**src/cec_defs.svh**
```systemverilog
// register offsets, field positions and reset values of the comparator control bank
// assumes: included by the package and the design file by bare name
`ifndef CEC_DEFS_SVH
`define CEC_DEFS_SVH

`define CEC_CTRL_ADDR 8'h9b
`define CEC_MODE_ADDR 8'h9d
`define CEC_CTRL_RST 8'h00
`define CEC_MODE_RST 8'h02
`define CEC_BIT_EN 7
`define CEC_BIT_OUT 6
`define CEC_BIT_RISE 5
`define CEC_BIT_FALL 4
`define CEC_HYP_HI 3
`define CEC_HYP_LO 2
`define CEC_HYN_HI 1
`define CEC_HYN_LO 0
`define CEC_MD_HI 1
`define CEC_MD_LO 0
`define CEC_SYNC_RST 1'b0
`define CEC_EN_RST 1'b0
`define CEC_FLAG_RST 1'b0
`define CEC_HYST_RST 2'h0
`define CEC_IE_RST 1'b0
`define CEC_MD_RST 2'h2

`endif

```
**src/cec_pkg.sv**
```systemverilog
// types shared by the comparator control bank
// assumes: cec_defs.svh on the include path
`include "cec_defs.svh"

package cec_pkg;
    typedef logic [7:0] cec_byte_t;
    typedef logic [1:0] cec_hyst_t;
endpackage : cec_pkg

```
**src/cec_comparator_edge_control.sv**
```systemverilog
// comparator control and mode registers on the special function register bus
// assumes: single-cycle sfr read/write strobes from the core, async comparator level
//
// What this block does
// control register at 0x9b on every page, all bits zero after reset
// bit 7 is read/write enable; bit 6 reads the comparator result
// bit 5 set on rising result; cleared only by software writing 0
// bit 4 set on falling result; cleared only by software writing 0
// bits 3:2 select positive hysteresis: off, 5, 10, 20 mV
// bits 1:0 select negative hysteresis: off, 5, 10, 20 mV
// mode register bits 5 and 4 enable rise and fall interrupt requests
// comparator result is synchronised by two flip-flops before use
`timescale 1ns/100ps
`default_nettype none
`include "cec_defs.svh"

module cec_comparator_edge_control
    import cec_pkg::*;
(
    input wire logic mclk,
    input wire logic rst_n,
    input wire logic [7:0] sfrAddr,
    input wire logic sfrWrite,
    input wire logic [7:0] sfrWdata,
    input wire logic sfrRead,
    output logic [7:0] sfrRdata,
    output logic sfrSel,
    input wire logic compareResultAsync,
    output logic compareEnable,
    output logic [1:0] posHysteresisSel,
    output logic [1:0] negHysteresisSel,
    output logic [1:0] compareModeSel,
    output logic compareIrq
);

    // ----------------------------------------------------------------
    // result synchroniser and edge detect
    // ----------------------------------------------------------------
    logic syncA_q;
    logic syncB_q;
    logic resultPrev_q;
    logic syncA_d;
    logic syncB_d;
    logic resultPrev_d;
    logic riseEvent;
    logic fallEvent;

    always_comb begin
        syncA_d = compareResultAsync;
        syncB_d = syncA_q;
        resultPrev_d = syncB_q;
    end

    always_ff @(posedge mclk or negedge rst_n) begin
        if (!rst_n) begin
            syncA_q <= `CEC_SYNC_RST;
            syncB_q <= `CEC_SYNC_RST;
            resultPrev_q <= `CEC_SYNC_RST;
        end else begin
            syncA_q <= syncA_d;
            syncB_q <= syncB_d;
            resultPrev_q <= resultPrev_d;
        end
    end

    assign riseEvent = syncB_q & ~resultPrev_q;
    assign fallEvent = ~syncB_q & resultPrev_q;

    // ----------------------------------------------------------------
    // address decode
    // ----------------------------------------------------------------
    logic ctrlHit;
    logic modeHit;
    logic ctrlWrite;
    logic modeWrite;

    // both registers sit on every page, so only the address is compared
    assign ctrlHit = (sfrAddr == `CEC_CTRL_ADDR);
    assign modeHit = (sfrAddr == `CEC_MODE_ADDR);
    assign ctrlWrite = sfrWrite & ctrlHit;
    assign modeWrite = sfrWrite & modeHit;

    // ----------------------------------------------------------------
    // control fields: enable and hysteresis
    // ----------------------------------------------------------------
    logic enable_q;
    logic enable_d;
    cec_hyst_t posHyst_q;
    cec_hyst_t posHyst_d;
    cec_hyst_t negHyst_q;
    cec_hyst_t negHyst_d;

    always_comb begin
        enable_d = enable_q;
        posHyst_d = posHyst_q;
        negHyst_d = negHyst_q;
        if (ctrlWrite) begin
            enable_d = sfrWdata[`CEC_BIT_EN];
            posHyst_d = sfrWdata[`CEC_HYP_HI:`CEC_HYP_LO];
            negHyst_d = sfrWdata[`CEC_HYN_HI:`CEC_HYN_LO];
        end
    end

    always_ff @(posedge mclk or negedge rst_n) begin
        if (!rst_n) begin
            enable_q <= `CEC_EN_RST;
            posHyst_q <= `CEC_HYST_RST;
            negHyst_q <= `CEC_HYST_RST;
        end else begin
            enable_q <= enable_d;
            posHyst_q <= posHyst_d;
            negHyst_q <= negHyst_d;
        end
    end

    // ----------------------------------------------------------------
    // edge event flags
    // ----------------------------------------------------------------
    logic riseFlag_q;
    logic riseFlag_d;
    logic fallFlag_q;
    logic fallFlag_d;

    // software write first, hardware set after it: an edge that lands
    // in the same cycle as a clear is never lost
    always_comb begin
        riseFlag_d = riseFlag_q;
        fallFlag_d = fallFlag_q;
        if (ctrlWrite) begin
            riseFlag_d = sfrWdata[`CEC_BIT_RISE];
            fallFlag_d = sfrWdata[`CEC_BIT_FALL];
        end
        if (riseEvent) begin
            riseFlag_d = 1'b1;
        end
        if (fallEvent) begin
            fallFlag_d = 1'b1;
        end
    end

    always_ff @(posedge mclk or negedge rst_n) begin
        if (!rst_n) begin
            riseFlag_q <= `CEC_FLAG_RST;
            fallFlag_q <= `CEC_FLAG_RST;
        end else begin
            riseFlag_q <= riseFlag_d;
            fallFlag_q <= fallFlag_d;
        end
    end

    // ----------------------------------------------------------------
    // mode register: interrupt enables and response mode
    // ----------------------------------------------------------------
    logic riseIe_q;
    logic riseIe_d;
    logic fallIe_q;
    logic fallIe_d;
    cec_hyst_t mode_q;
    cec_hyst_t mode_d;

    always_comb begin
        riseIe_d = riseIe_q;
        fallIe_d = fallIe_q;
        mode_d = mode_q;
        if (modeWrite) begin
            riseIe_d = sfrWdata[`CEC_BIT_RISE];
            fallIe_d = sfrWdata[`CEC_BIT_FALL];
            mode_d = sfrWdata[`CEC_MD_HI:`CEC_MD_LO];
        end
    end

    always_ff @(posedge mclk or negedge rst_n) begin
        if (!rst_n) begin
            riseIe_q <= `CEC_IE_RST;
            fallIe_q <= `CEC_IE_RST;
            mode_q <= `CEC_MD_RST;
        end else begin
            riseIe_q <= riseIe_d;
            fallIe_q <= fallIe_d;
            mode_q <= mode_d;
        end
    end

    // ----------------------------------------------------------------
    // read views and read mux
    // ----------------------------------------------------------------
    cec_byte_t ctrlView;
    cec_byte_t modeView;

    always_comb begin
        ctrlView = 8'h00;
        ctrlView[`CEC_BIT_EN] = enable_q;
        ctrlView[`CEC_BIT_OUT] = syncB_q;
        ctrlView[`CEC_BIT_RISE] = riseFlag_q;
        ctrlView[`CEC_BIT_FALL] = fallFlag_q;
        ctrlView[`CEC_HYP_HI:`CEC_HYP_LO] = posHyst_q;
        ctrlView[`CEC_HYN_HI:`CEC_HYN_LO] = negHyst_q;
    end

    // unused bits of the mode register read as zero
    always_comb begin
        modeView = 8'h00;
        modeView[`CEC_BIT_RISE] = riseIe_q;
        modeView[`CEC_BIT_FALL] = fallIe_q;
        modeView[`CEC_MD_HI:`CEC_MD_LO] = mode_q;
    end

    always_comb begin
        sfrRdata = 8'h00;
        if (ctrlHit) begin
            sfrRdata = ctrlView;
        end else if (modeHit) begin
            sfrRdata = modeView;
        end
    end

    // ----------------------------------------------------------------
    // outputs
    // ----------------------------------------------------------------
    logic riseRequest;
    logic fallRequest;

    assign sfrSel = sfrRead & (ctrlHit | modeHit);
    assign compareEnable = enable_q;
    assign posHysteresisSel = posHyst_q;
    assign negHysteresisSel = negHyst_q;
    assign compareModeSel = mode_q;
    assign riseRequest = riseFlag_q & riseIe_q;
    assign fallRequest = fallFlag_q & fallIe_q;
    assign compareIrq = riseRequest | fallRequest;

endmodule : cec_comparator_edge_control
`default_nettype wire

```
**config.mk**
```make
export PLATFORM = sky130hd
export DESIGN_NAME = cec_comparator_edge_control
export DESIGN_NICKNAME = d
export VERILOG_FILES = /design/src/cec_pkg.sv /design/src/cec_comparator_edge_control.sv
export VERILOG_INCLUDE_DIRS = /design/src /design/src/src
export SDC_FILE = /design/constraint.sdc
export NUM_CORES = 1
export LEC_CHECK = 0
export BUFFER_PORTS_ARGS = -buffer_cell sky130_fd_sc_hd__buf_4
export CORE_MARGIN = 3
export CORE_UTILIZATION = 38
export DETAILED_ROUTE_END_ITERATION = 8
export PLACE_DENSITY = 0.82
export SLEW_MARGIN = 20
export SYNTH_ARGS = -nofsm -noshare
export SYNTH_HDL_FRONTEND = slang
export SYNTH_SLANG_ARGS = --single-unit
```
**constraint.sdc**
```tcl
create_clock -name mclk -period 0.8 [get_ports mclk]
set_input_delay 0.04 -clock mclk [delete_from_list [all_inputs] [get_ports mclk]]
set_output_delay 0.04 -clock mclk [all_outputs]
set_load 0.01 [all_outputs]
```
* Word level (Yosys, flattened, before mapping)
Cells that the tools add are included.
** Storage, ports and cells
- Output and inout port bits :: 17
- Input port bits :: 21
- Logic and storage cells :: 32
- Register bits :: 14
** Operators by class
- Reduce and logical (&&, ||, !) cells :: 2
- Muxes and demuxes :: 6
- Bitwise gates (word level) :: 11
- Equality and inequality tests :: 2
** Operators by type and width (count)
- $eq 8x8->1 const B :: 2
- $mux 8 :: 1
- $and 1x1->1 :: 7
- $mux 6 :: 1
- $mux 1 :: 4
- $reduce_bool 2->1 :: 2
- $not 1->1 :: 2
- $or 1x1->1 :: 2

* Logic depth before layout (Yosys ltp)
Gate-level depths: netlist of run 1.
- Depth in word-level cells :: 4
- Gate-level depth with buffers :: 4
- Mapped depth without buffers :: 3

* Worst setup path before layout of run 1
No wires, ideal clock.
- Path type :: input port to flip-flop
- Start point :: in sfrAddr[0]
- End point :: reg enable_q, in the netlist compareEnable
- Data arrival time :: 0.823 ns
- Cell stages on the path :: 4
- Slack :: -0.148 ns
- Required time :: 0.675 ns
- Buffers on the path :: 1
- Library setup time :: 0.125 ns
- Path through :: and4b_1 -> buf_4 -> nand3_4 -> mux2_2
** On the way
- Longest elaborated chain between the ends :: 2
** Ends and longest elaborated chain
- start: declaration :: line cec_comparator_edge_control.sv:22 : input wire logic [7:0] sfrAddr,
- $eq 8x8->1 (no source line)
- $and 1x1->1 :: line cec_comparator_edge_control.sv:80 : assign ctrlWrite = sfrWrite & ctrlHit;
- end signal: assignment :: line cec_comparator_edge_control.sv:106 : enable_q <= `CEC_EN_RST;
- end signal: assignment :: line cec_comparator_edge_control.sv:110 : enable_q <= enable_d;
- end: declaration :: line cec_comparator_edge_control.sv:86 : logic enable_q;
Every way passes these cells.
A chain may end at the register's enable or synchronous reset.

* Final worst setup path of run 1
- Start point :: reg mode_q[1], in the netlist compareModeSel[1]
- End point :: out sfrRdata[1]
** On the way
- Longest elaborated chain between the ends :: 2
** Ends and longest elaborated chain
- start: declaration :: line cec_comparator_edge_control.sv:158 : cec_hyst_t mode_q;
- start signal: assignment :: line cec_comparator_edge_control.sv:176 : mode_q <= `CEC_MD_RST;
- start signal: assignment :: line cec_comparator_edge_control.sv:180 : mode_q <= mode_d;
- $mux 6 :: line cec_comparator_edge_control.sv:212 : end else if (modeHit) begin
- $mux 8 :: line cec_comparator_edge_control.sv:210 : if (ctrlHit) begin
- end: declaration :: line cec_comparator_edge_control.sv:26 : output logic [7:0] sfrRdata,
Every way passes these cells.

==> results of run 1 <==
-- routing by layer --
metal,part of all wire,GRT usage,vias to the layer above
met5,0,0,-
met4,0.022,0.118,0
met3,0.047,0.0664,6
met2,0.56,0.388,31
met1,0.37,0.251,364
li1,-,-,322
-- worst min path at each step --
stage	slack [ns]	to	cells after the start	start
2_1_floorplan	-0.26	compareEnable	0	rst_n
3_3_place_gp	-0.11	syncA_q	1	rst_n
3_5_place_dp	-0.10	negHysteresisSel[1]	1	rst_n
4_1_cts	0.003	riseIe_q	2	sfrWdata[5]
5_1_grt	0.01	compareModeSel[1]	2	sfrWdata[1]
6_report	0.02	negHysteresisSel[1]	2	sfrWdata[1]
-- cells in the final DEF, fill, tap and decap left out --
cell type	Yosys	final
a22o_1	1	1
a22oi_1	4	2
a22oi_2	0	2
and3_4	0	4
and4b_1	2	1
and4b_2	0	1
and4bb_4	1	1
buf_2	1	1
buf_4	1	28
buf_6	0	26
clkbuf_4	0	3
clkbuf_8	0	1
dfrtp_1	13	13
dfstp_2	1	1
dlygate4sd3_1	0	6
mux2_2	9	5
mux2_4	0	4
mux2i_1	2	2
nand3_4	1	2
nand4bb_1	1	1
nor2_1	8	8
nor2b_4	0	2
o211a_1	1	1
-- flip-flops by register name (all words and copies together) (netlist names) --
signal            cells
fallIe_q              1
fallFlag_q            1
compareEnable         1
riseFlag_q            1
resultPrev_d          1
posHysteresisSel      2
resultPrev_q          1
syncA_q               1
compareModeSel        2
negHysteresisSel      2
riseIe_q              1
-- power groups by stage --
stage / sequential, mW / combinational (mW) / clock, mW
floorplan: 0.777 / 0.0591 / 0
global placement: 0.771 / 0.207 / 0
detailed placement: 0.772 / 0.214 / 0
CTS: 0.759 / 0.311 / 0.513
global route: 0.768 / 0.361 / 0.531
finish: 0.765 / 0.341 / 0.494
-- repair_timing --
item | in CTS | in global routing
setup buffers | 8 | 4
endpoints found under the setup margin | 21 | 28
hold buffers | 6 | 0
cloned | 1 | 0
endpoints found under the hold margin | 19 | 0
pin swaps | 11 | 7
resized for setup | 30 | 13
-- critical path: stages, from the launching register on --
cell	delay, ns
dfstp_2	0.55
a22oi_1	0.07
nor2_1	0.11
buf_4	0.14
-- cell type report --
cell class / count / area share
flip-flops and latches: 14 / 0.257
clock buffers: 4 / 0.0265
well taps: 24 / 0.0220
multi-input cells: 37 / 0.279
repair buffers: 61 / 0.415
-- cells by family (layout without fill, tap and decap cells) --
kind of cell    Yosys count  after routing  synth area share
simple gates             20             20             0.211
buf+inv                   2             65            0.0185
flops                    14             14             0.519
mux                      11             11             0.179
compound gates            6              6            0.0721
==> results.py, run 1 <==
metrics = {
    "sta": {
        "period_minus_slack_ns": 1.17,
        "tns_ns": -4.89,
        "max_freq_mhz": 856,
        "drv_slew": 0,
        "hold_viol": 0,
        "worstMarginPinSlew_ns": 0.227,
        "relSlewSlack": 0.848,
        "finClkSkew_ns": 0.000403,
        "setup_ws_ns": -0.368,
        "period_share": 1.46,
        "setup_viol": 28,
        "timing.hold.ws_ns": 0.0176,
        "rsz0062_at_grt": "true",
    },
    "synthesis": {
        "synth_cell_type_count": 17,
        "synth_top_area_cell": "dfrtp_1",
        "synth_seq_cells": 14,
        "yosysMostFrequentCell": "dfrtp_1",
        "synth_top_area_frac": 0.481,
        "synthTopCellsByCount": "13 x dfrtp_1, 9 x mux2_2, 8 x nor2_1",
        "netlist_area_sq_um": 677,
        "syn_nets": 74,
        "synthArstFlopShare": 1.00,
        "synthCells": 53,
        "synth_area_leaders": "dfrtp_1 48%, mux2_2 15%, a22oi_1 4.4%",
        "yosysWarnings": 0,
        "synth_ff_type": "dfrtp_1",
        "seq_area_frac_synth": 0.519,
        "syn_avg_cell_area_sq_um": 12.8,
        "synth-edff-count": 0,
    },
    "floorplanning": {
        "core_sq_mm": 0.00159,
        "initial_utilization": 0.425,
        "die_h_um": 48.2,
        "ioPinCount": 38,
        "num_rows": 14,
        "dieArea_sq_mm": 0.00232,
        "die_x_um": 48.2,
    },
    "worst_setup_path": {
        "crit_end": "sfrRdata[1]",
        "worstPathMaxFanout": 2,
        "end_kind": "output port",
        "r2r_cells": 2,
        "startpoint": "compareModeSel[1]",
        "start_kind": "flop",
        "required_ns": 0.76,
        "rrSetupSlack_ns": -0.15,
        "r2r-start": "compareModeSel[0]",
        "worstPathArrival_ns": 1.13,
        "r2r_end": "compareModeSel[0]",
        "worstSetupPathType": "reg -> out",
    },
    "clock_tree": {
        "cts_tree": "yes",
        "insertion_delay_ns": 0.27,
        "clk_pin_slew_ns": 0.08,
        "cts_max_level": 1,
        "cts_root_buf": "clkbuf_4",
        "clock_tree.buffer_depth": 2,
        "cts_buffers": 3,
        "cts.sinks": 14,
    },
    "final_layout": {
        "fin_cells": 140,
        "nNetsFinal": 138,
        "num_antenna_cells": 0,
        "multi_input_area_sq_um": 382,
        "seq_area_sq_um": 352,
        "synthToLayoutAreaGrowth_pct": 102,
        "final_layout_size_suffix_gt1_frac": 0.698,
        "fin_util": 0.858,
        "postLayoutCellArea_sq_mm": 0.00137,
        "fillers": 83,
    },
    "power": {
        "power_density_mw_per_mm2": 1170,
        "totalPowerFinal_mw": 1.60,
        "internal_power_mw": 1.24,
        "net-switching-power_mw": 0.364,
        "seqPwrFrac": 0.478,
        "pwr-share-comb": 0.213,
        "pwr-share-clk": 0.308,
        "sw_frac_of_total": 0.228,
        "p_leak_nw": 0.694,
        "ir_drop_uv": 1410,
    },
    "placed_design": {
        "io_buffers": 36,
        "dpl_worst_slack_ns": -0.295,
        "placed_area_sq_mm": 0.00102,
        "dp.cells": 118,
        "gp_congestion": 0.759,
    },
    "status": {
        "violations": "negative setup slack",
        "status": "finished, violations left",
    },
    "flow_run": {
        "maxCapViolations": 0,
    },
    "drt": {
        "drt-pass1-iter-count": 4,
        "ant_nets": 0,
        "drt_iter0_drc": 9,
        "viasPerCell": 5.16,
        "drc": 0,
        "avgRoutedWirePerCell_um": 17.8,
        "routed_wl_um": 2500,
        "vias": 723,
    },
    "global_route": {
        "grt_usage": 0.226,
        "antenna_found_initial": 0,
        "grt_max_degree": 15,
        "grt-ovfl-total": 0,
        "grt_pass1_wl_um": 3570,
        "grt_pass1_vias": 798,
    },
    "worst_hold_path": {
        "hp-class": "in -> reg",
    },
}
(Power assumes the default switching activity.)
==> run 2, diff against run 1 <==
Settings changed: CORE_UTILIZATION 38 to 42, PLACE_DENSITY 0.82 to 0.86.
Clock period 0.8 ns to 1.1 ns, I/O delays scaled along.
==> run 2 against run 1 <==
The run still ends with negative setup slack left; sequential share of layout area grew 6.2 points; clock power decreased by 24%; die area fell by 8.4%; worst hold slack worse by 0.0098 ns; register-to-register slack improved by 0.36 ns; critical path type unchanged.
==> results.py, run 2 (synthesized netlist as in run 1, its figures left out) <==
metrics = {
    "power": {
        "ir_drop_uv": 787,
        "power_density_mw_per_mm2": 997,
        "sw_frac_of_total": 0.231,
        "net-switching-power_mw": 0.254,
        "seqPwrFrac": 0.504,
        "pwr-share-comb": 0.154,
        "internal_power_mw": 0.845,
        "pwr-share-clk": 0.342,
        "p_leak_nw": 0.586,
    },
    "drt": {
        "viasPerCell": 5.30,
        "ant_nets": 0,
        "drc": 0,
        "avgRoutedWirePerCell_um": 15.7,
        "drt_iter0_drc": 7,
        "routed_wl_um": 1830,
        "vias": 620,
        "drt-pass1-iter-count": 4,
    },
    "final_layout": {
        "fillers": 103,
        "postLayoutCellArea_sq_mm": 0.00110,
        "layout_commonest_cell": "buf_4",
        "synthToLayoutAreaGrowth_pct": 62.8,
        "final_layout_size_suffix_gt1_frac": 0.627,
        "fin_util": 0.788,
        "num_antenna_cells": 0,
        "nNetsFinal": 124,
        "final_cell_mix": "42 x buf_4, 13 x dfrtp_1, 9 x mux2_2",
    },
    "floorplanning": {
        "num_rows": 13,
        "ioPinCount": 38,
        "die_x_um": 46.1,
        "initial_utilization": 0.484,
        "core_sq_mm": 0.00140,
        "die_h_um": 46.1,
        "dieArea_sq_mm": 0.00213,
    },
    "global_route": {
        "grt_max_degree": 15,
        "grt_usage": 0.184,
        "grt_pass1_vias": 585,
        "antenna_found_initial": 0,
        "grt_pass1_wl_um": 2710,
        "grt-ovfl-total": 0,
    },
    "worst_setup_path": {
        "r2r_cells": 2,
        "path_cells": "a22oi_2 -> nor2_1 -> buf_4",
        "worstSetupPathType": "reg -> out",
        "worstPathMaxFanout": 2,
        "end_kind": "output port",
        "r2r_end": "negHysteresisSel[0]",
        "cp_slowest_stage_delay_ns": 0.56,
        "r2r-start": "negHysteresisSel[0]",
        "required_ns": 1.04,
        "start_kind": "flop",
        "rrSetupSlack_ns": 0.21,
        "cp_slowest_cell": "dfstp_2",
        "worstPathArrival_ns": 1.12,
    },
    "sta": {
        "setup_viol": 4,
        "tns_ns": -0.0986,
        "period_share": 1.07,
        "period_minus_slack_ns": 1.17,
        "finClkSkew_ns": 0.000371,
        "setup_ws_ns": -0.0731,
        "hold_viol": 0,
        "worstMarginPinSlew_ns": 0.219,
        "rsz0062_at_grt": "true",
        "relSlewSlack": 0.853,
        "max_freq_mhz": 852,
        "drv_slew": 0,
    },
    "placed_design": {
        "io_buffers": 36,
        "gp_congestion": 0.739,
        "placed_area_sq_um": 983,
        "post-dp-hpwl_um": 1410,
    },
    "clock_tree": {
        "clock_tree.buffer_depth": 2,
        "insertion_delay_ns": 0.27,
        "cts_buffers": 3,
        "cts.sinks": 14,
        "cts_max_level": 1,
        "cts_root_buf": "clkbuf_4",
        "clk_pin_slew_ns": 0.09,
        "cts_tree": "yes",
    },
    "worst_hold_path": {
        "worst_hold_startpoint": "sfrWdata[2]",
        "hold_end": "posHysteresisSel[0]",
        "hp-class": "in -> reg",
        "hold_depth": 2,
    },
    "flow_run": {
        "maxCapViolations": 0,
    },
    "status": {
        "status": "finished, violations left",
        "violations": "negative setup slack",
    },
}
run 2: cell count changes in the layout (fill, tap and decap cells not counted), sizes merged:
cell / previous run / this run
dlygate4sd3: 6 / 3
buf: 55 / 44
run 2: worst max path at each step:
| stage | depth (start not counted) | end | from |
|---|---|---|---|
| 6_report | 3 | sfrRdata[1] | compareModeSel[1] |
| 5_1_grt | 3 | sfrRdata[1] | compareModeSel[1] |
| 4_1_cts | 3 | sfrRdata[1] | compareModeSel[1] |
| 3_5_place_dp | 4 | compareModeSel[0] | sfrAddr[6] |
| 3_3_place_gp | 4 | fallIe_q | sfrAddr[6] |
| 2_1_floorplan | 4 | compareEnable | sfrAddr[0] |
run 2: final cells by class:
type	instances	area (sq um)	area share
Timing Repair Buffer	47	368	0.334
Sequential cell	14	352	0.319
Tap cell	15	18.8	0.0170
Clock buffer	4	36.3	0.0329
Multi-Input combinational cell	37	328	0.297
run 2: power groups by stage:
stage / logic, mW / registers, mW / clock network, mW
detailed placement: 0.149 / 0.563 / 0
floorplan: 0.0423 / 0.565 / 0
finish: 0.170 / 0.554 / 0.376
global placement: 0.145 / 0.561 / 0
global route: 0.183 / 0.557 / 0.411
CTS: 0.165 / 0.552 / 0.377
run 2: per-layer routing:
| metal | track usage | up-vias | part of all wire |
|---|---|---|---|
| met4 | 0.0341 | 0 | 0 |
| li1 | - | 296 | - |
| met1 | 0.210 | 300 | 0.40 |
| met3 | 0.0430 | 0 | 0.075 |
| met5 | 0 | - | 0 |
| met2 | 0.346 | 24 | 0.52 |
run 2: through the flow:
stage / hold slack (ns) / setup slack, ns / power (mW) / std cells
global placement: -0.0883 / 0.0282 / 0.706 / 106
finish: 0.00777 / -0.0731 / 1.10 / 117
CTS: 0.00543 / -0.0656 / 1.09 / 116
detailed placement: -0.0882 / -0.0240 / 0.713 / 106
global route: 0.00146 / -0.128 / 1.15 / 117
floorplan: -0.241 / 0.137 / 0.607 / 53
run 2: critical path: cells and delay by family (launching register included):
| kind | cells | cell delay (ns) |
|---|---|---|
| AOI/OAI and AO/OA | 1 | 0.05 |
| and+or+nand+nor | 1 | 0.10 |
| buffers and inverters | 1 | 0.14 |
| DFF | 1 | 0.56 |
run 2: repair_timing:
| action | 4_1_cts | 5_1_grt |
|---|---|---|
| hold buffers | 2 | 1 |
| setup buffers | 4 | 0 |
| setup endpoints to repair | 5 | 6 |
| pin swaps | 6 | 6 |
| gates resized for setup | 1 | 4 |
| endpoints found under the hold margin | 15 | 1 |
| cloned | 0 | 0 |
==> run 3, diff against run 2 <==
Settings changed: SETUP_SLACK_MARGIN set to 0.02.
==> run 3 against run 2 <==
Critical endpoint unchanged; register-to-register slack got worse by 0.05 ns; the flow still finishes with violations (negative setup slack); maximum frequency rose by 0.75%; core utilization rose by 1.1 points; sequential cell count did not move; sequential power barely moved; via count rose by 1.3%; worst setup slack improved by 0.0087 ns; routed wire length rose by 3.5%; first-iteration DRC count fell by 29%; highest routed layer unchanged; sequential share of layout area fell by 0.43 points; clock skew barely moved.
==> results.py, run 3 (synthesized netlist as in run 1, its figures left out) <==
metrics = {
    "status": {
        "status": "finished, violations left",
        "violations": "negative setup slack",
    },
    "drt": {
        "routed_wl_um": 1900,
        "drt_iter0_drc": 5,
        "ant_nets": 0,
        "drc": 0,
        "avgRoutedWirePerCell_um": 15.9,
        "vias": 628,
        "drt-pass1-iter-count": 4,
        "viasPerCell": 5.28,
    },
    "worst_setup_path": {
        "cp_slowest_cell": "dfstp_2",
        "r2r_cells": 4,
        "r2r-start": "resultPrev_d",
        "rrSetupSlack_ns": 0.16,
        "required_ns": 1.04,
        "worstPathMaxFanout": 2,
        "worstSetupPathType": "reg -> out",
        "path_cells": "a22oi_2 -> nor2_1 -> buf_4",
        "r2r_end": "fallFlag_q",
        "worstPathArrival_ns": 1.11,
        "start_kind": "flop",
        "cp_slowest_stage_delay_ns": 0.56,
        "end_kind": "output port",
    },
    "final_layout": {
        "synthToLayoutAreaGrowth_pct": 65.1,
        "nNetsFinal": 126,
        "fin_util": 0.799,
        "final_cell_mix": "44 x buf_4, 13 x dfrtp_1, 9 x mux2_2",
        "final_layout_size_suffix_gt1_frac": 0.635,
        "postLayoutCellArea_sq_mm": 0.00112,
        "num_antenna_cells": 0,
        "layout_commonest_cell": "buf_4",
    },
    "floorplanning": {
        "die_x_um": 46.1,
        "core_sq_mm": 0.00140,
        "dieArea_sq_mm": 0.00213,
        "initial_utilization": 0.484,
        "num_rows": 13,
        "die_h_um": 46.1,
        "ioPinCount": 38,
    },
    "clock_tree": {
        "cts_root_buf": "clkbuf_4",
        "cts_buffers": 3,
        "clock_tree.buffer_depth": 2,
        "cts.sinks": 14,
        "clk_pin_slew_ns": 0.09,
        "cts_max_level": 1,
        "insertion_delay_ns": 0.27,
        "cts_tree": "yes",
    },
    "sta": {
        "period_minus_slack_ns": 1.16,
        "worstMarginPinSlew_ns": 0.212,
        "relSlewSlack": 0.858,
        "rsz0062_at_grt": "true",
        "drv_slew": 0,
        "setup_viol": 4,
        "finClkSkew_ns": 0.000158,
        "setup_ws_ns": -0.0644,
        "period_share": 1.06,
        "hold_viol": 0,
        "max_freq_mhz": 859,
    },
    "worst_hold_path": {
        "hold_end": "posHysteresisSel[0]",
        "hp-class": "in -> reg",
        "worst_hold_startpoint": "sfrWdata[2]",
        "hold_depth": 2,
    },
    "global_route": {
        "grt_pass1_vias": 587,
        "use_met3": 0.0469,
        "grt_pass1_wl_um": 2730,
        "use_met2": 0.346,
        "grt-ovfl-total": 0,
        "top_usage_layer": "met2",
        "grt_max_degree": 15,
        "antenna_found_initial": 0,
        "grt_usage": 0.185,
        "met1_usage": 0.210,
    },
    "power": {
        "p_leak_nw": 0.596,
        "power_density_mw_per_mm2": 990,
        "ir_drop_uv": 789,
    },
    "placed_design": {
        "gp_congestion": 0.739,
        "placed_area_sq_um": 983,
        "post-dp-hpwl_um": 1410,
        "io_buffers": 36,
    },
    "flow_run": {
        "maxCapViolations": 0,
    },
}
## run 3: metrics by stage
| stage | worst slack [ns] | hold slack (ns) | std cells | setup TNS, ns | power (mW) |
|---|---|---|---|---|---|
| floorplan | 0.137 | -0.241 | 53 | 0 | 0.607 |
| global placement | 0.0282 | -0.0883 | 106 | 0 | 0.706 |
| CTS | -0.0656 | 0.00543 | 116 | -0.150 | 1.09 |
| global route | -0.130 | 0.00146 | 119 | -0.429 | 1.16 |
| finish | -0.0644 | 0.00633 | 119 | -0.0986 | 1.11 |
| detailed placement | -0.0240 | -0.0882 | 106 | -0.0508 | 0.713 |
## run 3: report_power, final
group	switching [mW]	total [mW]	internal [mW]
clock network	0.176	0.377	0.201
registers	0.0151	0.552	0.537
logic	0.0660	0.177	0.111
total	0.257	1.11	0.849
## run 3: area by class of cell
| type | count | area (sq um) |
|---|---|---|
| Tap cell | 15 | 18.8 |
| Timing Repair Buffer | 49 | 383 |
| Clock buffer | 4 | 36.3 |
| Multi-Input combinational cell | 37 | 328 |
| Fill cell | 98 | 282 |
| Sequential cell | 14 | 352 |
## run 3: worst max path at each step
stage | startpoint | endpoint | cells after the start
after CTS | compareModeSel[1] | sfrRdata[1] | 3
final | compareModeSel[1] | sfrRdata[1] | 3
after detailed placement | sfrAddr[6] | compareModeSel[0] | 4
after floorplan | sfrAddr[0] | compareEnable | 4
after global routing | compareModeSel[1] | sfrRdata[1] | 3
after global placement | sfrAddr[6] | fallIe_q | 4
## run 3: worst max-delay path, delay by kind of cell, from the launching register on
| kind | cells | cell delay [ns] |
|---|---|---|
| compound gates | 1 | 0.05 |
| flops | 1 | 0.56 |
| simple gates | 1 | 0.09 |
| buf+inv | 1 | 0.13 |
## run 3: timing repair
item,CTS,global route
setup buffers,4,2
setup endpoints to repair,5,8
hold endpoints to repair,15,1
pin swaps,6,6
resized for setup,2,3
hold buffers,2,1
## run 3: metal layers
metal,routed length (um),vias to the layer above
met5,0,-
met2,1020,23
li1,-,300
met3,115,0
met1,758,305
met4,0,0
